## config.mk

```make
export PLATFORM = sky130hd
export DESIGN_NAME = csb_exec
export DESIGN_NICKNAME = d
export VERILOG_FILES = /design/src/csb_pkg.sv /design/src/csb_exec.sv
export SDC_FILE = /design/constraint.sdc
export NUM_CORES = 1
export LEC_CHECK = 0
export BUFFER_PORTS_ARGS = -buffer_cell sky130_fd_sc_hd__buf_4
export CAP_MARGIN = 15
export CORE_ASPECT_RATIO = 0.5
export CORE_MARGIN = 5
export CORE_UTILIZATION = 45
export DETAILED_ROUTE_END_ITERATION = 7
export PLACE_DENSITY = 0.66
export RECOVER_POWER = 50
export SLEW_MARGIN = 20
export SYNTH_ARGS = -nofsm -noshare
export SYNTH_HDL_FRONTEND = slang
export SYNTH_SLANG_ARGS = --single-unit
```

## constraint.sdc

```tcl
create_clock -name clk -period 8.7 [get_ports clk]
set_clock_uncertainty 0.2 [all_clocks]
set_input_delay 1.74 -clock clk [delete_from_list [all_inputs] [get_ports clk]]
set_output_delay 1.74 -clock clk [all_outputs]
set_load 0.1 [all_outputs]
```

## src/csb_pkg.sv

```systemverilog
// Constants and types shared by the compare, skip and branch execution unit.
// Assumes one clock domain and a fetch stage that supplies operands in the issue cycle.
package csb_pkg;

   // Operations handled by this unit
   typedef enum logic [3:0] {
      compare_regs_op,
      compare_regs_carry_op,
      compare_immediate_op,
      skip_reg_bit_clear_op,
      skip_reg_bit_set_op,
      skip_io_bit_clear_op,
      skip_io_bit_set_op,
      branch_flag_set_op,
      branch_flag_clear_op,
      branch_equal_op,
      branch_carry_clear_op,
      branch_same_or_higher_op,
      branch_minus_op
   } csb_op_t;

   // Bit positions in the status flags register
   localparam int unsigned FLAG_C = 0;
   localparam int unsigned FLAG_Z = 1;
   localparam int unsigned FLAG_N = 2;
   localparam int unsigned FLAG_V = 3;
   localparam int unsigned FLAG_S = 4;
   localparam int unsigned FLAG_H = 5;

   // Values after reset
   localparam logic [7:0] FLAGS_RESET = 8'h00;
   localparam logic [15:0] PC_RESET = 16'h0000;

   // Cycle counts
   localparam logic [1:0] CYC_ONE = 2'h1;
   localparam logic [1:0] CYC_TWO = 2'h2;
   localparam logic [1:0] CYC_THREE = 2'h3;

   // Program counter steps, in words
   localparam logic [1:0] PC_STEP_NEXT = 2'h1;
   localparam logic [1:0] PC_STEP_SKIP_ONE = 2'h2;
   localparam logic [1:0] PC_STEP_SKIP_TWO = 2'h3;

endpackage

```

## src/csb_exec.sv

```systemverilog
// Execution unit for compares, bit test-and-skip and conditional relative branches.
// Assumes operands, I/O bit value and the next instruction's length arrive from same-clock logic.
//
// Summary of operation
// (RULE_01) Compare with carry forms Rd minus Rr minus C, stores nothing, and sets Z, N, V, C, H in one cycle.
// (RULE_02) Compare immediate forms Rd minus K, discards it, and sets Z, N, V, C, H in one cycle.
// (RULE_03) Plain compare forms Rd minus Rr, discards it, and sets Z, N, V, C, H in one cycle.
// (RULE_04) Skip on register bit clear advances the PC by 2 or 3 when the bit is 0 and keeps the flags.
// (RULE_05) Skip on register bit set advances the PC by 2 or 3 when the bit is 1 and keeps the flags.
// (RULE_06) Skip on I/O bit clear advances the PC by 2 or 3 when the I/O bit reads 0.
// (RULE_07) Skip on I/O bit set advances the PC by 2 or 3 when the I/O bit reads 1, flags untouched.
// (RULE_08) Every test-and-skip takes one, two or three cycles depending on skip and skipped length.
// (RULE_09) A skip adds 2 over a one-word and 3 over a two-word instruction, taking 2 or 3 cycles.
// (RULE_10) Branch on flag set jumps to PC plus offset plus 1 when the selected status bit is 1.
// (RULE_11) Branch on flag clear jumps to PC plus offset plus 1 when the selected status bit is 0.
// (RULE_12) Branch on equal jumps when Z is 1.
// (RULE_13) Branch on carry clear jumps when C is 0.
// (RULE_14) Branch on same or higher jumps when C is 0, exactly like carry clear.
// (RULE_15) Branch on minus jumps when N is 1.
// (RULE_16) Conditional branches keep all flags and take one or two cycles.
// (RULE_17) A branch not taken takes one cycle, a taken one two cycles.
`timescale 1ns/100ps
module csb_exec
   import csb_pkg::*;
#(
   parameter int unsigned PC_WIDTH = 16
) (
   input wire logic clk,
   input wire logic reset,
   input wire logic opValid,
   input wire csb_op_t opCode,
   input wire logic [7:0] destVal,
   input wire logic [7:0] srcVal,
   input wire logic [7:0] immVal,
   input wire logic [2:0] bitSel,
   input wire logic ioBitVal,
   input wire logic signed [6:0] branchOffset,
   input wire logic nextIsTwoWord,
   input wire logic flagsLoad,
   input wire logic [7:0] flagsLoadVal,
   output logic [7:0] flagsQ,
   output logic [PC_WIDTH-1:0] pcQ,
   output logic busyQ,
   output logic doneQ,
   output logic jumpTakenQ
);

   typedef enum logic {ST_IDLE, ST_WAIT} csb_state_t;

   csb_state_t state_q;
   logic [1:0] remain_q;
   logic [PC_WIDTH-1:0] pcTarget_q;
   logic jumpPend_q;

   logic issue;
   logic isCompare;
   logic [7:0] subB;
   logic carryIn;
   logic [8:0] diff;
   logic [4:0] diffLow;
   logic [7:0] res;
   logic [7:0] cmpFlags;
   logic testBit;
   logic cond;
   logic isSkip;
   logic [1:0] cycles;
   logic [PC_WIDTH-1:0] pcNext;
   logic [PC_WIDTH-1:0] offsetExt;

   // New work is accepted only while idle
   assign issue = opValid && (state_q == ST_IDLE);

   // Shared subtractor for all three compares; immediate replaces Rr
   always_comb begin
      isCompare = (opCode == compare_regs_op) || (opCode == compare_regs_carry_op) ||
                  (opCode == compare_immediate_op);
      subB = (opCode == compare_immediate_op) ? immVal : srcVal; // RULE_02
      carryIn = (opCode == compare_regs_carry_op) ? flagsQ[FLAG_C] : 1'b0; // RULE_01
      diff = {1'b0, destVal} - {1'b0, subB} - {8'h00, carryIn}; // RULE_03
      diffLow = {1'b0, destVal[3:0]} - {1'b0, subB[3:0]} - {4'h0, carryIn};
      res = diff[7:0];
   end

   // Flag values from the difference; the result itself is never stored
   always_comb begin
      cmpFlags = flagsQ;
      cmpFlags[FLAG_C] = diff[8];
      cmpFlags[FLAG_H] = diffLow[4];
      cmpFlags[FLAG_N] = res[7];
      cmpFlags[FLAG_V] = (destVal[7] & ~subB[7] & ~res[7]) | (~destVal[7] & subB[7] & res[7]);
      cmpFlags[FLAG_S] = res[7] ^ cmpFlags[FLAG_V];
      // Carry form keeps Z only if it was already set, so multi-byte compares chain
      if (opCode == compare_regs_carry_op) begin
         cmpFlags[FLAG_Z] = (res == 8'h00) && flagsQ[FLAG_Z]; // RULE_01
      end else begin
         cmpFlags[FLAG_Z] = (res == 8'h00); // RULE_02 RULE_03
      end
   end

   // Skip and branch condition selection
   always_comb begin
      testBit = destVal[bitSel];
      isSkip = 1'b0;
      cond = 1'b0;
      unique case (opCode)
         skip_reg_bit_clear_op: begin
            isSkip = 1'b1;
            cond = ~testBit; // RULE_04
         end
         skip_reg_bit_set_op: begin
            isSkip = 1'b1;
            cond = testBit; // RULE_05
         end
         skip_io_bit_clear_op: begin
            isSkip = 1'b1;
            cond = ~ioBitVal; // RULE_06
         end
         skip_io_bit_set_op: begin
            isSkip = 1'b1;
            cond = ioBitVal; // RULE_07
         end
         branch_flag_set_op: cond = flagsQ[bitSel]; // RULE_10
         branch_flag_clear_op: cond = ~flagsQ[bitSel]; // RULE_11
         branch_equal_op: cond = flagsQ[FLAG_Z]; // RULE_12
         branch_carry_clear_op: cond = ~flagsQ[FLAG_C]; // RULE_13
         branch_same_or_higher_op: cond = ~flagsQ[FLAG_C]; // RULE_14
         branch_minus_op: cond = flagsQ[FLAG_N]; // RULE_15
         compare_regs_op, compare_regs_carry_op, compare_immediate_op: cond = 1'b0;
      endcase
   end

   // Next PC and cycle count for the issued operation
   always_comb begin
      offsetExt = PC_WIDTH'(signed'(branchOffset));
      pcNext = pcQ + PC_WIDTH'(PC_STEP_NEXT);
      cycles = CYC_ONE;
      if (isSkip && cond) begin
         if (nextIsTwoWord) begin
            pcNext = pcQ + PC_WIDTH'(PC_STEP_SKIP_TWO); // RULE_09
            cycles = CYC_THREE; // RULE_08
         end else begin
            pcNext = pcQ + PC_WIDTH'(PC_STEP_SKIP_ONE); // RULE_09
            cycles = CYC_TWO; // RULE_08
         end
      end else if (!isSkip && !isCompare && cond) begin
         pcNext = pcQ + offsetExt + PC_WIDTH'(PC_STEP_NEXT); // RULE_10 RULE_11
         cycles = CYC_TWO; // RULE_17
      end
   end

   // Sequencer: one-cycle work finishes at issue, longer work waits out its count
   always_ff @(posedge clk) begin
      if (reset) begin
         state_q <= ST_IDLE;
         remain_q <= 2'h0;
      end else begin
         unique case (state_q)
            ST_IDLE: begin
               if (issue && cycles != CYC_ONE) begin
                  state_q <= ST_WAIT;
                  remain_q <= cycles - CYC_ONE - CYC_ONE; // RULE_08 RULE_16
               end
            end
            ST_WAIT: begin
               if (remain_q == 2'h0) begin
                  state_q <= ST_IDLE;
               end else begin
                  remain_q <= remain_q - 2'h1;
               end
            end
         endcase
      end
   end

   // Pending PC target, committed when the operation completes
   always_ff @(posedge clk) begin
      if (reset) begin
         pcTarget_q <= PC_RESET[PC_WIDTH-1:0];
         jumpPend_q <= 1'b0;
      end else if (issue) begin
         pcTarget_q <= pcNext;
         jumpPend_q <= cond;
      end
   end

   // Program counter, done pulse and taken indication
   always_ff @(posedge clk) begin
      if (reset) begin
         pcQ <= PC_RESET[PC_WIDTH-1:0];
         doneQ <= 1'b0;
         jumpTakenQ <= 1'b0;
      end else begin
         doneQ <= 1'b0;
         if (issue && cycles == CYC_ONE) begin
            pcQ <= pcNext;
            doneQ <= 1'b1;
            jumpTakenQ <= 1'b0;
         end else if (state_q == ST_WAIT && remain_q == 2'h0) begin
            pcQ <= pcTarget_q;
            doneQ <= 1'b1;
            jumpTakenQ <= jumpPend_q;
         end
      end
   end

   // Busy mirrors the wait state, registered so the port comes from a flop
   always_ff @(posedge clk) begin
      if (reset) begin
         busyQ <= 1'b0;
      end else if (issue && cycles != CYC_ONE) begin
         busyQ <= 1'b1;
      end else if (state_q == ST_WAIT && remain_q == 2'h0) begin
         busyQ <= 1'b0;
      end
   end

   // Only compares and the side load write flags, a compare winning; skips and branches leave them alone
   always_ff @(posedge clk) begin
      if (reset) begin
         flagsQ <= FLAGS_RESET;
      end else if (issue && isCompare) begin
         flagsQ <= cmpFlags; // RULE_01 RULE_02 RULE_03
      end else if (flagsLoad) begin
         flagsQ <= flagsLoadVal; // RULE_16
      end
   end

endmodule

```

=== Word level (Yosys, flattened, before mapping) ===
Index checks and enable logic that the tools add are counted.

* Register bits after elaboration: 47
* Input port bits: 52
* Output and inout port bits: 27
* Logic and storage cells: 108

* Add/subtract/negate cells: 12
* $lt $le $gt $ge: 1
* Equal/unequal tests: 16
* Mux-type cells: 29
* Bitwise gates (word level): 15
* Reductions and logical operators: 25

{| class="wikitable"
|+ Operators by type and width
! operator !! count
|-
| $mux W16 || 5
|-
| $add A16 B1 Y16 const B || 2
|-
| $add A16 B2 Y16 const B || 2
|-
| $eq A4 B4 Y1 const B || 5
|-
| $add A16 B16 Y16 || 1
|-
| $eq A4 B3 Y1 const B || 4
|-
| $mux W1 || 12
|-
| $mux W6 || 2
|-
| $pmux W1 S10 || 1
|-
| $logic_and A1 B1 Y1 || 9
|-
| $not A1 Y1 || 9
|-
| $sub A8 B8 Y9 || 1
|-
| $sub A9 B1 Y9 || 1
|-
| $eq A4 B2 Y1 const B || 2
|-
| $logic_not A8 Y1 || 1
|-
| $mux W2 || 4
|-
| $mux W8 || 1
|-
| $bmux W1 S3 || 2
|-
| $reduce_bool A2 Y1 || 3
|-
| $sub A2 B1 Y2 const B || 3
|-
| $sub A4 B4 Y5 || 1
|-
| $sub A5 B1 Y5 || 1
|-
| $and A1 B1 Y1 || 4
|-
| $eq A4 B1 Y1 const B || 1
|-
| 16 further kinds || 21
|}

=== Logic depth before layout (Yosys ltp) ===
Gate-level depths: netlist (run 1).

* Depth in word-level cells: 12
* Depth in mapped cells: 16
* Gate-level depth less buffers: 14

=== Least setup slack after synthesis (run 1) ===
OpenSTA, ideal clock, no wires.

* Path type: input to register
* Start point: input opCode[1]
* End point: register flagsQ[3]
* Setup time: 0.074 ns
* Arrival: 5.120 ns
* Required time: 8.426 ns
* Setup slack: 3.306 ns
* Stages on the path: 16
* Buffers on the path: 2
* Path through: clkbuf_1 > nor3b_1 > nor2b_1 > clkbuf_1 > mux2_2 > fa_1 > inv_1 > ha_1 > nand2_1 > a21boi_0 > o21a_1 > o21a_1 > o21ai_0 > a21boi_0 > or3b_2 > a31oi_1

* Longest elaborated chain between the ends: 8
* Elaborated cells between the ends (all ways): 19
* Those cells by class: add/sub: 2; eq/ne: 2; mux: 3; bitwise: 7; reduce/logical: 5

{| class="wikitable"
|+ RTL lines
! element !! RTL line !! RTL
|-
| start, declared || csb_exec.sv:31 || <nowiki>input wire csb_op_t opCode,</nowiki>
|-
| $eq A4 B2 Y1 || csb_exec.sv:76, csb_exec.sv:77 ||
|-
| $mux W8 || csb_exec.sv:77 || <nowiki>subB = (opCode == compare_immediate_op) ? immVal : srcVal;</nowiki>
|-
| $sub A8 B8 Y9 || csb_exec.sv:79 || <nowiki>diff = {1'b0, destVal} - {1'b0, subB} - {8'h00, carryIn};</nowiki>
|-
| $sub A9 B1 Y9 || csb_exec.sv:79 ||
|-
| $not A1 Y1 || csb_exec.sv:90 || <nowiki>cmpFlags[FLAG_V] = (destVal[7] & ~subB[7] & ~res[7]) | (~destVal[7] & subB[7] & res[7]);</nowiki>
|-
| $and A1 B1 Y1 || csb_exec.sv:90 ||
|-
| $or A1 B1 Y1 || csb_exec.sv:90 ||
|-
| $mux W6 || csb_exec.sv:221 || <nowiki>end else if (issue && isCompare) begin</nowiki>
|-
| end signal, assigned || csb_exec.sv:222 || <nowiki>flagsQ <= cmpFlags;</nowiki>
|-
| end signal, assigned || csb_exec.sv:224 || <nowiki>flagsQ <= flagsLoadVal;</nowiki>
|-
| end, declared || csb_exec.sv:41 || <nowiki>output logic [7:0] flagsQ,</nowiki>
|}

Parallel ways exist; a longest one is shown, timed or not.
A chain may end at the register's enable or synchronous reset.

=== Worst setup path in the final report (run 1) ===
* Start point: input bitSel[2]
* End point: register pcQ[3]

* Longest elaborated chain between the ends: 10
* Elaborated cells between the ends (all ways): 17
* Those cells by class: eq/ne: 1; mux: 10; bitwise: 2; reduce/logical: 4

{| class="wikitable"
|+ RTL lines
! element !! RTL line !! RTL
|-
| start, declared || csb_exec.sv:35 || <nowiki>input wire logic [2:0] bitSel,</nowiki>
|-
| $bmux W1 S3, on equally long branches || csb_exec.sv:122, csb_exec.sv:123, csb_exec.sv:102 ||
|-
| $mux W1, on equally long branches || csb_exec.sv:122, csb_exec.sv:123, csb_exec.sv:102 ||
|-
| $not A1 Y1, on equally long branches || csb_exec.sv:123, csb_exec.sv:108 ||
|-
| $pmux W1 S10 * || csb_exec.sv:105 || <nowiki>unique case (opCode)</nowiki>
|-
| $logic_and A1 B1 Y1 || csb_exec.sv:145 || <nowiki>end else if (!isSkip && !isCompare && cond) begin</nowiki>
|-
| $mux W2 || csb_exec.sv:145 ||
|-
| $mux W2 || csb_exec.sv:137 || <nowiki>if (isSkip && cond) begin</nowiki>
|-
| $eq A2 B1 Y1 || csb_exec.sv:194 || <nowiki>if (issue && cycles == CYC_ONE) begin</nowiki>
|-
| $logic_and A1 B1 Y1 || csb_exec.sv:194 ||
|-
| $mux W16 or $reduce_bool A2 Y1 (tied branches) || - ||
|-
| end signal, assigned || csb_exec.sv:189 || <nowiki>pcQ <= PC_RESET[PC_WIDTH-1:0];</nowiki>
|-
| end signal, assigned || csb_exec.sv:195 || <nowiki>pcQ <= pcNext;</nowiki>
|-
| end signal, assigned || csb_exec.sv:199 || <nowiki>pcQ <= pcTarget_q;</nowiki>
|-
| end, declared || csb_exec.sv:42 || <nowiki>output logic [PC_WIDTH-1:0] pcQ,</nowiki>
|}

Mark *: on every way between the ends. The rest lies on a longest branch, timed or not. The select of a mux whose other input is x is not followed.

==> flow_summary.html, run 1 <==
<table>
<tr><th>Metric</th><th>Value</th></tr>
<tr><th colspan="2">Synth</th></tr>
<tr><td>EDFF count, synth</td><td>0</td></tr>
<tr><td>Post-synthesis share of cell area spent on xor and xnor gates</td><td>roughly 5.2%</td></tr>
<tr><td>Synth warnings</td><td>0</td></tr>
<tr><td>Cell with the most instances after synthesis</td><td>sky130_fd_sc_hd__nand2_1</td></tr>
<tr><td>Fraction of the mapped netlist area in simple logic gates</td><td>roughly 23%</td></tr>
<tr><td>Share of the synthesized area in the top cell type</td><td>about a fifth</td></tr>
<tr><td>Ys async rst share</td><td>0%</td></tr>
<tr><td>Dominant combinational cell family by area after synthesis</td><td>compound AO/OA/AOI/OAI gates</td></tr>
<tr><td>Mean cell area of the mapped netlist</td><td>7.52 um2</td></tr>
<tr><td>Area of the mapped netlist</td><td>~4500 um2</td></tr>
<tr><td>Synthesized-area fraction occupied by adder cells</td><td>~11%</td></tr>
<tr><td>Flops &amp; latches, synth</td><td>47</td></tr>
<tr><td>Commonest cells in the synthesized netlist</td><td>sky130_fd_sc_hd__nand2_1, sky130_fd_sc_hd__a21oi_1, sky130_fd_sc_hd__dfxtp_1</td></tr>
<tr><td>Distinct cell type count of the synthesized netlist</td><td>67</td></tr>
<tr><td>Ranking of synthesized cells by area</td><td>sky130_fd_sc_hd__dfxtp_1, sky130_fd_sc_hd__ha_1, sky130_fd_sc_hd__nand2_1</td></tr>
<tr><td>Most area-hungry cell type in the Yosys netlist</td><td>sky130_fd_sc_hd__dfxtp_1</td></tr>
<tr><td>Sequential cell area fraction in the yosys report</td><td>roughly a fifth</td></tr>
<tr><td>Multiplexer share of the synthesized area</td><td>around 6.8%</td></tr>
<tr><td>Syn nets</td><td>690</td></tr>
<tr><td>Fraction of the mapped netlist area in compound gates</td><td>between 20% and 30%</td></tr>
<tr><td>Most used flip-flop cell after synthesis</td><td>sky130_fd_sc_hd__dfxtp_1</td></tr>
<tr><td>Mapped Cells</td><td>600</td></tr>
<tr><th colspan="2">Min path</th></tr>
<tr><td>Min-delay worst type</td><td>flop to flop</td></tr>
<tr><th colspan="2">Critical path</th></tr>
<tr><td>Endpoint of the worst setup timing path</td><td>pcQ[3]</td></tr>
<tr><td>Start point of the critical path</td><td>bitSel[2]</td></tr>
<tr><td>Cell type of the slowest stage on the worst timing path</td><td>sky130_fd_sc_hd__a221oi_1</td></tr>
<tr><td>Sequence of cells on the critical path</td><td>clkbuf_1 -&gt; mux4_2 -&gt; mux2i_1 -&gt; o221ai_1 -&gt; a221oi_1 -&gt; o21a_1 -&gt; nor2_1 -&gt; a22o_1 -&gt; o21a_1</td></tr>
<tr><td>Startpoint type of the worst setup path</td><td>primary input</td></tr>
<tr><td>Critical path start-end classification</td><td>primary input to flop</td></tr>
<tr><td>Destination of the worst register-to-register timing path</td><td>pcQ[3]</td></tr>
<tr><td>Crit path DAT</td><td>around 5.5 ns</td></tr>
<tr><td>Data required time at the worst endpoint</td><td>between 8 and 9 ns</td></tr>
<tr><td>Reg-to-reg startpoint</td><td>flagsQ[2]</td></tr>
<tr><td>Nature of the critical path endpoint</td><td>flop</td></tr>
<tr><td>Reg2Reg Depth</td><td>8</td></tr>
<tr><td>Critical path fanouts, max</td><td>14</td></tr>
<tr><td>Worst-case register-to-register setup slack</td><td>4.83 ns</td></tr>
<tr><td>Slowest stage delay, CP</td><td>just under 1 ns</td></tr>
<tr><td>Cell repeated most along the worst path</td><td>sky130_fd_sc_hd__o21a_1</td></tr>
<tr><th colspan="2">Clock tree</th></tr>
<tr><td>Root buffer cell</td><td>sky130_fd_sc_hd__clkbuf_16</td></tr>
<tr><td>Number of gates resized after CTS</td><td>0</td></tr>
<tr><td>Clock slew seen by the registers of the worst setup and hold paths</td><td>about 0.07 ns</td></tr>
<tr><td>Maximum clock insertion buffer count</td><td>2</td></tr>
<tr><td>Clk_lat worst skew</td><td>around 0.29 ns</td></tr>
<tr><td>Count of clock tree sinks</td><td>47</td></tr>
<tr><td>Post-CTS setup buffer count</td><td>0</td></tr>
<tr><td>CTS tree</td><td>done</td></tr>
<tr><td>TritonCTS buffer count</td><td>5</td></tr>
<tr><td>Cts-stage hold buffer count</td><td>0</td></tr>
<tr><td>Maximum level of the CTS H-tree</td><td>2</td></tr>
<tr><th colspan="2">STA</th></tr>
<tr><td>Transition time at the pin with the least slew margin</td><td>around 1.2 ns</td></tr>
<tr><td>Final count of pins violating max slew</td><td>0</td></tr>
<tr><td>Smallest setup slack after layout</td><td>3.17 ns</td></tr>
<tr><td>Setup repair after global routing missed its margin</td><td>false</td></tr>
<tr><td>Endpoints failing setup</td><td>0</td></tr>
<tr><td>Post-route minimum period</td><td>between 5 and 6 ns</td></tr>
<tr><td>Peak Freq</td><td>181 MHz</td></tr>
<tr><td>Endpoints failing hold</td><td>0</td></tr>
<tr><td>Remaining max-slew budget at the tightest pin</td><td>a little under a fifth</td></tr>
<tr><td>Setup total negative slack</td><td>0 ns</td></tr>
<tr><td>Period utilization</td><td>between 60% and 70%</td></tr>
<tr><th colspan="2">Floorplanning</th></tr>
<tr><td>Site Rows</td><td>25</td></tr>
<tr><td>Die Area</td><td>between 10,000 and 15,000 um2</td></tr>
<tr><td>Floorplan core area</td><td>approximately 9600 um2</td></tr>
<tr><td>Floorplan die width</td><td>roughly 150 um</td></tr>
<tr><td>Count of pins on the block boundary</td><td>between 70 and 80</td></tr>
<tr><td>Initial core utilization</td><td>47.0%</td></tr>
<tr><td>Die Y</td><td>a little over 80 um</td></tr>
<tr><th colspan="2">Global routing</th></tr>
<tr><td>All-layer global routing usage</td><td>21.8%</td></tr>
<tr><td>Pin count of the biggest net entering global routing</td><td>34</td></tr>
<tr><td>Number of antenna violations at the first check in global routing</td><td>0</td></tr>
<tr><td>Overflow after GRT</td><td>0</td></tr>
<tr><td>Number of global-route vias before repair</td><td>4,372</td></tr>
<tr><td>Global-route wire length before repair</td><td>around 22 mm</td></tr>
<tr><th colspan="2">Finish</th></tr>
<tr><td>Share of post-route cells with drive strength above 1</td><td>a little over an eighth</td></tr>
<tr><td>Area occupied by multi-input gates</td><td>roughly 3300 um2</td></tr>
<tr><td>Count of filler cells inserted in the layout</td><td>1,001</td></tr>
<tr><td>Total area of sequential cells</td><td>around 940 um2</td></tr>
<tr><td>Area Growth Syn to Fin</td><td>14.4%</td></tr>
<tr><td>Inserted Diodes</td><td>0</td></tr>
<tr><td>NumNets Final</td><td>roughly 750</td></tr>
<tr><th colspan="2">Power</th></tr>
<tr><td>Maximum VDD drop</td><td>roughly 0.000069 V</td></tr>
<tr><td>Standby leakage power</td><td>roughly 2.1 nW</td></tr>
<tr><td>Power per cell area</td><td>between 150 and 200 nW/um2</td></tr>
<tr><td>Power consumption</td><td>between 0.0008 and 0.0009 W</td></tr>
<tr><th colspan="2">Detailed routing</th></tr>
<tr><td>Drt initial violations</td><td>269</td></tr>
<tr><td>DRT Pass-1 Iters</td><td>5</td></tr>
<tr><td>DRC viols</td><td>0</td></tr>
<tr><td>Wirelength, routed</td><td>approximately 13 mm</td></tr>
<tr><td>Remaining antenna violation count after routing</td><td>0</td></tr>
<tr><td>Count of vias placed by the detailed router</td><td>roughly 4,600</td></tr>
<tr><td>Drt wl/cell</td><td>roughly 17 um</td></tr>
<tr><td>Via density</td><td>around 5.8</td></tr>
<tr><th colspan="2">Run</th></tr>
<tr><td>MaxCap Viol Count</td><td>0</td></tr>
<tr><th colspan="2">Placed design</th></tr>
<tr><td>Post-placement worst setup slack</td><td>just under 3 ns</td></tr>
<tr><td>HPWL after detailed placement</td><td>just under 10 mm</td></tr>
<tr><td>Count of input and output buffers</td><td>78</td></tr>
<tr><td>Weighted congestion at the end of routability-driven global placement</td><td>0.878</td></tr>
<tr><th colspan="2">Status</th></tr>
<tr><td>Result of the run</td><td>completed</td></tr>
</table>
critical path, delay by kind of cell:
family	cells	cell delay [ns]
AO/OA/AOI/OAI	5	2.31
multiplexers	2	0.91
AND/OR/NAND/NOR	1	0.29
buffers and inverters	1	0.26
placed cells by master (no fill, tap or decap), types with 6 or more instances in the layout:
| cell | count |
|---|---|
| sky130_fd_sc_hd__a211oi_1 | 12 |
| sky130_fd_sc_hd__a21o_1 | 9 |
| sky130_fd_sc_hd__a21oi_1 | 52 |
| sky130_fd_sc_hd__and3_1 | 7 |
| sky130_fd_sc_hd__buf_4 | 50 |
| sky130_fd_sc_hd__clkbuf_1 | 30 |
| sky130_fd_sc_hd__dfxtp_1 | 47 |
| sky130_fd_sc_hd__ha_1 | 35 |
| sky130_fd_sc_hd__inv_1 | 43 |
| sky130_fd_sc_hd__mux2_2 | 12 |
| sky130_fd_sc_hd__mux2i_1 | 8 |
| sky130_fd_sc_hd__nand2_1 | 73 |
| sky130_fd_sc_hd__nand2b_1 | 7 |
| sky130_fd_sc_hd__nand3_1 | 24 |
| sky130_fd_sc_hd__nand4_1 | 8 |
| sky130_fd_sc_hd__nor2_1 | 40 |
| sky130_fd_sc_hd__nor2b_1 | 11 |
| sky130_fd_sc_hd__nor3_1 | 8 |
| sky130_fd_sc_hd__o211ai_1 | 9 |
| sky130_fd_sc_hd__o21ai_0 | 29 |
| sky130_fd_sc_hd__or2_2 | 7 |
| sky130_fd_sc_hd__xnor2_1 | 21 |
| sky130_fd_sc_hd__xor2_1 | 6 |
kinds of logic (layout without fill, tap and decap cells):
group / Yosys count / in the layout
DFF: 47 / 47
AOI/OAI and AO/OA: 175 / 175
buffers and inverters: 75 / 131
xor gates and xnor gates: 27 / 27
adders and majority gates: 38 / 38
muxes: 24 / 24
and+or+nand+nor: 214 / 214
layout make-up:
cell class,instances,share of cell area (%)
Multi-Input combinational cell,478,63.0
Sequential cell,47,18.2
Timing Repair Buffer,80,9.45
Tap cell,135,3.27
Inverter,43,3.13
Clock buffer,5,2.42
Clock inverter,3,0.485
state kept, by name (all words and copies together) (netlist names):
name,count
busyQ,1
doneQ,1
flagsQ,8
jumpPend_q,1
jumpTakenQ,1
pcQ,16
pcTarget_q,16
remain_q,2
state_q,1
worst min path at each step:
stage	from	depth (start not counted)	end	slack [ns]
CTS	pcTarget_q[7]	2	pcTarget_q[7]	0.26
floorplan	jumpPend_q	2	jumpPend_q	0.24
finish	pcTarget_q[7]	2	pcTarget_q[7]	0.26
global route	busyQ	2	busyQ	0.29
global placement	pcTarget_q[7]	2	pcTarget_q[7]	0.25
detailed placement	pcTarget_q[7]	2	pcTarget_q[7]	0.25
per-layer routing:
| metal | vias up | wire length (um) | GRT usage (%) | part of all wire (%) |
|---|---|---|---|---|
| met4 | 0 | 191 | 5.56 | 1.5 |
| li1 | 2286 | - | - | - |
| met3 | 21 | 900 | 4.24 | 6.9 |
| met1 | 2141 | 6360 | 30.4 | 49 |
| met2 | 144 | 5610 | 34.8 | 43 |
| met5 | - | 0 | 0 | 0 |
per-stage QoR:
step	utilization, %	instance area (um2)	hold WS [ns]	std cells
6_report	53.7	5160	0.258	791
5_1_grt	53.7	5160	0.286	791
4_1_cts	55.2	5300	0.256	791
3_5_place_dp	53.6	5150	0.249	783
3_3_place_gp	53.6	5150	0.246	783
2_1_floorplan	-	4510	0.236	600
power breakdown:
| group | switching [W] | internal, W | total [W] |
|---|---|---|---|
| Clock | 0.0000927 | 0.000109 | 0.000201 |
| Combinational | 0.000262 | 0.000134 | 0.000396 |
| Sequential | 0.0000317 | 0.000238 | 0.000269 |
| Total | 0.000386 | 0.000480 | 0.000867 |
(Power assumes the default switching activity.)
==> inputs of run 2 (changes only) <==
--- a/config.mk
+++ b/config.mk
@@ -5,6 +5,7 @@
 export SDC_FILE = /design/constraint.sdc
 export NUM_CORES = 1
 export LEC_CHECK = 0
+export ABC_AREA = 1
 export BUFFER_PORTS_ARGS = -buffer_cell sky130_fd_sc_hd__buf_4
 export CAP_MARGIN = 15
 export CORE_ASPECT_RATIO = 0.5
==> constraint.sdc (replaced) <==
create_clock -name clk -period 5.3 [get_ports clk]
set_clock_uncertainty 0.2 [all_clocks]
set_input_delay 1.06 -clock clk [delete_from_list [all_inputs] [get_ports clk]]
set_output_delay 1.06 -clock clk [all_outputs]
set_load 0.1 [all_outputs]
==> run 2 against run 1 <==
Sequential power increased by 67%. Setup slack got worse by 2.4 ns. Critical path type unchanged. Global-route usage decreased by 1.2 points.
==> flow_summary.html, run 2 <==
<table>
<tr><th>Metric</th><th>Value</th></tr>
<tr><th colspan="2">Clock tree</th></tr>
<tr><td>Clk_lat worst skew</td><td>0.29 ns</td></tr>
<tr><td>TritonCTS buffer count</td><td>5</td></tr>
<tr><td>Clock slew seen by the registers of the worst setup and hold paths</td><td>0.07 ns</td></tr>
<tr><td>Maximum clock insertion buffer count</td><td>2</td></tr>
<tr><td>Maximum level of the CTS H-tree</td><td>2</td></tr>
<tr><td>CTS tree</td><td>done</td></tr>
<tr><td>Cts-stage hold buffer count</td><td>0</td></tr>
<tr><td>Post-CTS setup buffer count</td><td>0</td></tr>
<tr><td>Count of clock tree sinks</td><td>47</td></tr>
<tr><td>Number of gates resized after CTS</td><td>0</td></tr>
<tr><td>Root buffer cell</td><td>sky130_fd_sc_hd__clkbuf_16</td></tr>
<tr><th colspan="2">Synth</th></tr>
<tr><td>Sequential cell area fraction in the yosys report</td><td>19.4%</td></tr>
<tr><td>Mean cell area of the mapped netlist</td><td>between 6 and 7 um2</td></tr>
<tr><td>Ys async rst share</td><td>0%</td></tr>
<tr><td>Ranking of synthesized cells by area</td><td>sky130_fd_sc_hd__dfxtp_1, sky130_fd_sc_hd__nand2_1, sky130_fd_sc_hd__inv_1</td></tr>
<tr><td>Mapped Cells</td><td>between 800 and 900</td></tr>
<tr><td>Syn nets</td><td>897</td></tr>
<tr><td>Distinct cell type count of the synthesized netlist</td><td>36</td></tr>
<tr><td>Most area-hungry cell type in the Yosys netlist</td><td>sky130_fd_sc_hd__dfxtp_1</td></tr>
<tr><td>Area of the mapped netlist</td><td>4850 um2</td></tr>
<tr><td>Commonest cells in the synthesized netlist</td><td>sky130_fd_sc_hd__nand2_1, sky130_fd_sc_hd__inv_1, sky130_fd_sc_hd__nand3_1</td></tr>
<tr><td>Flops &amp; latches, synth</td><td>47</td></tr>
<tr><td>Most used flip-flop cell after synthesis</td><td>sky130_fd_sc_hd__dfxtp_1</td></tr>
<tr><td>Synth warnings</td><td>0</td></tr>
<tr><td>Share of the synthesized area in the top cell type</td><td>19.4%</td></tr>
<tr><td>Cell with the most instances after synthesis</td><td>sky130_fd_sc_hd__nand2_1</td></tr>
<tr><td>EDFF count, synth</td><td>0</td></tr>
<tr><th colspan="2">Detailed routing</th></tr>
<tr><td>DRC viols</td><td>0</td></tr>
<tr><td>Remaining antenna violation count after routing</td><td>0</td></tr>
<tr><td>DRT Pass-1 Iters</td><td>5</td></tr>
<tr><td>Wirelength, routed</td><td>~13 mm</td></tr>
<tr><td>Via density</td><td>around 5</td></tr>
<tr><td>Drt initial violations</td><td>between 200 and 300</td></tr>
<tr><td>Drt wl/cell</td><td>between 10 and 15 um</td></tr>
<tr><td>Count of vias placed by the detailed router</td><td>around 5,100</td></tr>
<tr><th colspan="2">Run</th></tr>
<tr><td>MaxCap Viol Count</td><td>0</td></tr>
<tr><th colspan="2">Power</th></tr>
<tr><td>Maximum VDD drop</td><td>between 0.0001 and 0.00015 V</td></tr>
<tr><td>Power per cell area</td><td>approximately 280 nW/um2</td></tr>
<tr><td>Standby leakage power</td><td>roughly 2.9 nW</td></tr>
<tr><th colspan="2">Finish</th></tr>
<tr><td>Area Growth Syn to Fin</td><td>14.7%</td></tr>
<tr><td>Registers with the most flip-flops</td><td>pcQ (16), pcTarget_q (16), flagsQ (8)</td></tr>
<tr><td>Share of post-route cells with drive strength above 1</td><td>under 10%</td></tr>
<tr><td>Util after Layout</td><td>53.7%</td></tr>
<tr><td>NumNets Final</td><td>963</td></tr>
<tr><td>Most common library cell in the layout ignoring fill and taps</td><td>sky130_fd_sc_hd__nand2_1</td></tr>
<tr><td>Final non-filler cell area</td><td>~5600 um2</td></tr>
<tr><td>Inserted Diodes</td><td>0</td></tr>
<tr><td>Commonest cells after routing, fill and taps aside</td><td>sky130_fd_sc_hd__nand2_1, sky130_fd_sc_hd__inv_1, sky130_fd_sc_hd__nand3_1</td></tr>
<tr><th colspan="2">Min path</th></tr>
<tr><td>Min-delay worst type</td><td>flop to flop</td></tr>
<tr><th colspan="2">Critical path</th></tr>
<tr><td>Crit path DAT</td><td>roughly 4.5 ns</td></tr>
<tr><td>Critical path start-end classification</td><td>primary input to flop</td></tr>
<tr><td>Critical path fanouts, max</td><td>19</td></tr>
<tr><td>Data required time at the worst endpoint</td><td>around 5.3 ns</td></tr>
<tr><td>Startpoint type of the worst setup path</td><td>primary input</td></tr>
<tr><td>Nature of the critical path endpoint</td><td>flop</td></tr>
<tr><th colspan="2">STA</th></tr>
<tr><td>Setup total negative slack</td><td>0 ns</td></tr>
<tr><td>Remaining max-slew budget at the tightest pin</td><td>14.0%</td></tr>
<tr><td>Endpoints failing hold</td><td>0</td></tr>
<tr><td>Period utilization</td><td>85.5%</td></tr>
<tr><td>Endpoints failing setup</td><td>0</td></tr>
<tr><td>Peak Freq</td><td>between 200 and 250 MHz</td></tr>
<tr><td>Transition time at the pin with the least slew margin</td><td>around 1.3 ns</td></tr>
<tr><td>Final count of pins violating max slew</td><td>0</td></tr>
<tr><td>Post-route minimum period</td><td>4.53 ns</td></tr>
<tr><td>Setup repair after global routing missed its margin</td><td>false</td></tr>
<tr><td>Smallest setup slack after layout</td><td>0.768 ns</td></tr>
<tr><th colspan="2">Floorplanning</th></tr>
<tr><td>Floorplan die width</td><td>approximately 160 um</td></tr>
<tr><td>Initial core utilization</td><td>approximately 47%</td></tr>
<tr><td>Count of pins on the block boundary</td><td>79</td></tr>
<tr><td>Die Area</td><td>roughly 13,000 um2</td></tr>
<tr><td>Site Rows</td><td>26</td></tr>
<tr><td>Die Y</td><td>83.4 um</td></tr>
<tr><td>Floorplan core area</td><td>about 10,000 um2</td></tr>
<tr><th colspan="2">Global routing</th></tr>
<tr><td>Global-route wire length before repair</td><td>between 20 and 25 mm</td></tr>
<tr><td>Pin count of the biggest net entering global routing</td><td>32</td></tr>
<tr><td>Number of global-route vias before repair</td><td>around 5,000</td></tr>
<tr><td>All-layer global routing usage</td><td>roughly a fifth</td></tr>
<tr><td>Number of antenna violations at the first check in global routing</td><td>0</td></tr>
<tr><td>Overflow after GRT</td><td>0</td></tr>
<tr><th colspan="2">Placed design</th></tr>
<tr><td>Post-placement worst setup slack</td><td>about 0.70 ns</td></tr>
<tr><td>Weighted congestion at the end of routability-driven global placement</td><td>between 0.8 and 0.9</td></tr>
<tr><td>Count of input and output buffers</td><td>just under 80</td></tr>
<tr><td>Dpl cell area</td><td>approximately 5500 um2</td></tr>
<tr><td>HPWL after detailed placement</td><td>between 10 and 15 mm</td></tr>
<tr><th colspan="2">Status</th></tr>
<tr><td>Result of the run</td><td>completed</td></tr>
</table>
run 2: cell count changes after synthesis, sizes merged, moves of 10 or more:
cell,change
nand2,+157
a211oi,-13
xor2,+18
clkbuf,-11
o21ai,+35
xnor2,-10
nand3,+52
nor2b,-11
inv,+87
nor2,+28
run 2: stage by stage:
stage / total power [W] / hold slack, ns / cells
final: 0.00156 / 0.265 / 1014
after floorplan: 0.00103 / 0.252 / 807
after global routing: 0.00168 / 0.287 / 1014
after global placement: 0.00120 / 0.258 / 1006
after detailed placement: 0.00121 / 0.261 / 1006
after CTS: 0.00159 / 0.270 / 1014
run 2: critical path, cell delays in order:
cell	delay, ns
sky130_fd_sc_hd__clkbuf_1	0.34
sky130_fd_sc_hd__inv_1	0.21
sky130_fd_sc_hd__nand2_1	0.11
sky130_fd_sc_hd__nand3_1	0.07
sky130_fd_sc_hd__nand3_1	0.08
sky130_fd_sc_hd__nand2_1	0.10
sky130_fd_sc_hd__nor2_1	0.10
sky130_fd_sc_hd__nor2_1	0.06
sky130_fd_sc_hd__nand2_1	0.61
sky130_fd_sc_hd__nand2_4	0.08
sky130_fd_sc_hd__nand2_1	0.51
sky130_fd_sc_hd__clkinvlp_2	0.80
sky130_fd_sc_hd__nand3_1	0.29
sky130_fd_sc_hd__a21oi_1	0.08
run 2: worst paths after layout:
| check | to | depth (start not counted) | startpoint | slack [ns] |
|---|---|---|---|---|
| max | pcQ[1] | 14 | bitSel[0] | 0.77 |
| min | busyQ | 2 | busyQ | 0.27 |
| max reg2reg | pcQ[1] | 13 | flagsQ[0] | 1.64 |
| min reg2reg | busyQ | 2 | busyQ | 0.27 |
run 2: cell families after synthesis:
family	synth area share, %
compound gates	13.0
xor+xnor	6.32
fa+ha+maj	10.3
buf+inv	12.5
flops	19.4
mux	1.60
simple gates	36.9
run 2: area by class of cell:
| cell class | instances | area (um2) |
|---|---|---|
| Fill cell | 1121 | 4810 |
| Multi-Input combinational cell | 609 | 3290 |
| Tap cell | 140 | 175 |
| Sequential cell | 47 | 941 |
| Inverter | 130 | 492 |
| Timing Repair Buffer | 80 | 492 |
| Clock buffer | 6 | 139 |
| Clock inverter | 2 | 38.8 |
run 2: per-layer routing:
layer | track usage [%] | routed length [um]
met5 | 0 | 0
met3 | 2.80 | 830
met2 | 32.6 | 5550
met1 | 30.0 | 6720
met4 | 3.39 | 125
run 2: power by group:
group | switching, W | internal (W)
combinational | 0.000521 | 0.000219
clock | 0.000139 | 0.000237
sequential | 0.0000539 | 0.000394
==> inputs of run 3 (changes only) <==
==> constraint.sdc (replaced) <==
create_clock -name clk -period 5.8 [get_ports clk]
set_clock_uncertainty 0.2 [all_clocks]
set_input_delay 1.16 -clock clk [delete_from_list [all_inputs] [get_ports clk]]
set_output_delay 1.16 -clock clk [all_outputs]
set_load 0.1 [all_outputs]
==> run 3 against run 2 <==
Sequential share of layout area increased by 0.16 points. Via count decreased by 0.47%. Combinational power decreased by 9.2%. Sequential power decreased by 8.7%. Global-route usage decreased by 0.44 points. Wire length decreased by 1.4%. Critical endpoint is now pcQ[11]. Highest routed layer unchanged.
==> flow_summary.html, run 3 (synthesized netlist as in run 2, its figures left out) <==
<table>
<tr><th>Metric</th><th>Value</th></tr>
<tr><th colspan="2">Status</th></tr>
<tr><td>Result of the run</td><td>completed</td></tr>
<tr><th colspan="2">Clock tree</th></tr>
<tr><td>Clock slew seen by the registers of the worst setup and hold paths</td><td>0.06 ns</td></tr>
<tr><td>Cts-stage hold buffer count</td><td>0</td></tr>
<tr><td>Maximum clock insertion buffer count</td><td>2</td></tr>
<tr><td>TritonCTS buffer count</td><td>5</td></tr>
<tr><td>CTS tree</td><td>done</td></tr>
<tr><td>Root buffer cell</td><td>sky130_fd_sc_hd__clkbuf_16</td></tr>
<tr><td>Clk_lat worst skew</td><td>between 0.2 and 0.3 ns</td></tr>
<tr><td>Post-CTS setup buffer count</td><td>0</td></tr>
<tr><td>Count of clock tree sinks</td><td>47</td></tr>
<tr><td>Maximum level of the CTS H-tree</td><td>2</td></tr>
<tr><td>Number of gates resized after CTS</td><td>0</td></tr>
<tr><th colspan="2">Floorplanning</th></tr>
<tr><td>Floorplan die width</td><td>157 um</td></tr>
<tr><td>Die Area</td><td>13,100 um2</td></tr>
<tr><td>Floorplan core area</td><td>roughly 10,000 um2</td></tr>
<tr><td>Die Y</td><td>about 83 um</td></tr>
<tr><td>Count of pins on the block boundary</td><td>79</td></tr>
<tr><td>Initial core utilization</td><td>46.8%</td></tr>
<tr><td>Site Rows</td><td>26</td></tr>
<tr><th colspan="2">Critical path</th></tr>
<tr><td>Reg2Reg Depth</td><td>13</td></tr>
<tr><td>Startpoint type of the worst setup path</td><td>primary input</td></tr>
<tr><td>Data required time at the worst endpoint</td><td>between 5 and 6 ns</td></tr>
<tr><td>Nature of the critical path endpoint</td><td>flop</td></tr>
<tr><td>Critical path start-end classification</td><td>primary input to flop</td></tr>
<tr><td>Crit path DAT</td><td>around 4.6 ns</td></tr>
<tr><td>Cell type of the slowest stage on the worst timing path</td><td>sky130_fd_sc_hd__clkinvlp_2</td></tr>
<tr><td>Critical path fanouts, max</td><td>19</td></tr>
<tr><td>Sequence of cells on the critical path</td><td>clkbuf_1 -&gt; inv_1 -&gt; nand2_1 -&gt; nand3_1 -&gt; nand3_1 -&gt; nand2_1 -&gt; nor2_1 -&gt; nor2_1 -&gt; nand2_1 -&gt; nand2_4 -&gt; nand2_1 -&gt; clkinvlp_2 -&gt; nand3_1 -&gt; a21oi_1</td></tr>
<tr><td>Slowest stage delay, CP</td><td>0.81 ns</td></tr>
<tr><td>Cell repeated most along the worst path</td><td>sky130_fd_sc_hd__nand2_1</td></tr>
<tr><th colspan="2">STA</th></tr>
<tr><td>Period utilization</td><td>about 80%</td></tr>
<tr><td>Endpoints failing setup</td><td>0</td></tr>
<tr><td>Transition time at the pin with the least slew margin</td><td>between 1 and 1.5 ns</td></tr>
<tr><td>Final count of pins violating max slew</td><td>0</td></tr>
<tr><td>Endpoints failing hold</td><td>0</td></tr>
<tr><td>Smallest setup slack after layout</td><td>1.18 ns</td></tr>
<tr><td>Setup total negative slack</td><td>0 ns</td></tr>
<tr><td>Setup repair after global routing missed its margin</td><td>false</td></tr>
<tr><td>Post-route minimum period</td><td>roughly 4.6 ns</td></tr>
<tr><td>Peak Freq</td><td>between 200 and 250 MHz</td></tr>
<tr><td>Remaining max-slew budget at the tightest pin</td><td>between 10% and 20%</td></tr>
<tr><th colspan="2">Power</th></tr>
<tr><td>Share of total power in sequential cells</td><td>between 30% and 40%</td></tr>
<tr><td>Power consumption</td><td>0.00136 W</td></tr>
<tr><td>Standby leakage power</td><td>between 2 and 3 nW</td></tr>
<tr><td>Proportion of total power due to net switching</td><td>around 47%</td></tr>
<tr><td>Clock network fraction of total power</td><td>between 20% and 30%</td></tr>
<tr><td>Net switching power</td><td>0.000641 W</td></tr>
<tr><td>Internal power</td><td>slightly above 0.0007 W</td></tr>
<tr><td>Power per cell area</td><td>roughly 250 nW/um2</td></tr>
<tr><td>Maximum VDD drop</td><td>approximately 0.00012 V</td></tr>
<tr><td>Combinational Power Share</td><td>49.5%</td></tr>
<tr><th colspan="2">Detailed routing</th></tr>
<tr><td>Wirelength, routed</td><td>between 10 and 15 mm</td></tr>
<tr><td>Count of vias placed by the detailed router</td><td>a little over 5,000</td></tr>
<tr><td>Remaining antenna violation count after routing</td><td>0</td></tr>
<tr><td>Drt wl/cell</td><td>approximately 13 um</td></tr>
<tr><td>Via density</td><td>between 4 and 5</td></tr>
<tr><td>Drt initial violations</td><td>234</td></tr>
<tr><td>DRC viols</td><td>0</td></tr>
<tr><td>DRT Pass-1 Iters</td><td>5</td></tr>
<tr><th colspan="2">Global routing</th></tr>
<tr><td>Pin count of the biggest net entering global routing</td><td>32</td></tr>
<tr><td>Global-route wire length before repair</td><td>around 22 mm</td></tr>
<tr><td>Overflow after GRT</td><td>0</td></tr>
<tr><td>All-layer global routing usage</td><td>a little over 20%</td></tr>
<tr><td>Number of global-route vias before repair</td><td>4,730</td></tr>
<tr><td>Number of antenna violations at the first check in global routing</td><td>0</td></tr>
<tr><th colspan="2">Placed design</th></tr>
<tr><td>Post-placement worst setup slack</td><td>1.15 ns</td></tr>
<tr><td>Weighted congestion at the end of routability-driven global placement</td><td>0.867</td></tr>
<tr><td>Count of input and output buffers</td><td>a little under 80</td></tr>
<tr><td>HPWL after detailed placement</td><td>around 10 mm</td></tr>
<tr><th colspan="2">Finish</th></tr>
<tr><td>Commonest cells after routing, fill and taps aside</td><td>sky130_fd_sc_hd__nand2_1, sky130_fd_sc_hd__inv_1, sky130_fd_sc_hd__nand3_1</td></tr>
<tr><td>Most common library cell in the layout ignoring fill and taps</td><td>sky130_fd_sc_hd__nand2_1</td></tr>
<tr><td>Area Growth Syn to Fin</td><td>13.7%</td></tr>
<tr><td>Share of post-route cells with drive strength above 1</td><td>roughly a tenth</td></tr>
<tr><td>Count of filler cells inserted in the layout</td><td>1,109</td></tr>
<tr><td>Registers with the most flip-flops</td><td>pcQ (16), pcTarget_q (16), flagsQ (8)</td></tr>
<tr><td>Inserted Diodes</td><td>0</td></tr>
<tr><td>NumNets Final</td><td>963</td></tr>
<tr><th colspan="2">Min path</th></tr>
<tr><td>Min-delay worst type</td><td>flop to flop</td></tr>
<tr><td>Hold-critical path depth</td><td>2</td></tr>
<tr><th colspan="2">Run</th></tr>
<tr><td>MaxCap Viol Count</td><td>0</td></tr>
</table>
[run 3: cell count changes in the layout (fill, tap and decap cells not counted), sizes merged]
cell    delta
inv        -1
clkbuf     -1
clkinv     +2
bufinv     -1
[run 3: power groups by stage]
stage	combinational (W)	sequential, W	clock (W)
2_1_floorplan	0.000390	0.000552	0
3_3_place_gp	0.000685	0.000415	0
3_5_place_dp	0.000690	0.000416	0
4_1_cts	0.000694	0.000409	0.000284
5_1_grt	0.000754	0.000416	0.000299
6_report	0.000672	0.000409	0.000276
[run 3: path summary, 6_finish.rpt]
check,start,to,slack (ns)
max,bitSel[0],pcQ[11],1.18
min,busyQ,busyQ,0.27
max reg2reg,flagsQ[1],pcQ[11],2.13
min reg2reg,busyQ,busyQ,0.27
[run 3: worst max-delay path, delay by kind of cell]
family / cells / cell delay, ns
and+or+nand+nor: 10 / 1.97
buffers and inverters: 3 / 1.35
AOI/OAI and AO/OA: 1 / 0.09
[run 3: final cells by class]
type                       instances  area [um2]  share of cell area, %
tap                              140         175                   3.18
clock inverter                     2        13.8                  0.249
clock buffer                       5         125                   2.27
timing repair buffer              80         492                   8.91
inverter                         130         492                   8.91
sequential                        47         941                   17.1
multi-input combinational        609        3280                   59.4
[run 3: per-stage QoR]
stage	util (%)	instances	cell area, um2	hold slack [ns]
2_1_floorplan	-	807	4850	0.252
3_3_place_gp	53.2	1006	5520	0.258
3_5_place_dp	53.2	1006	5520	0.260
4_1_cts	54.5	1013	5660	0.271
5_1_grt	53.2	1013	5520	0.292
6_report	53.2	1013	5520	0.266
[run 3: routing by layer]
layer  global-route usage, %  part of all wire [%]  vias up
met3                    3.43                   5.8       12
met5                       0                     0        -
met4                    3.94                   1.1        0
met1                    29.3                    52     2204
met2                    31.1                    41      121
li1                        -                     -     2720
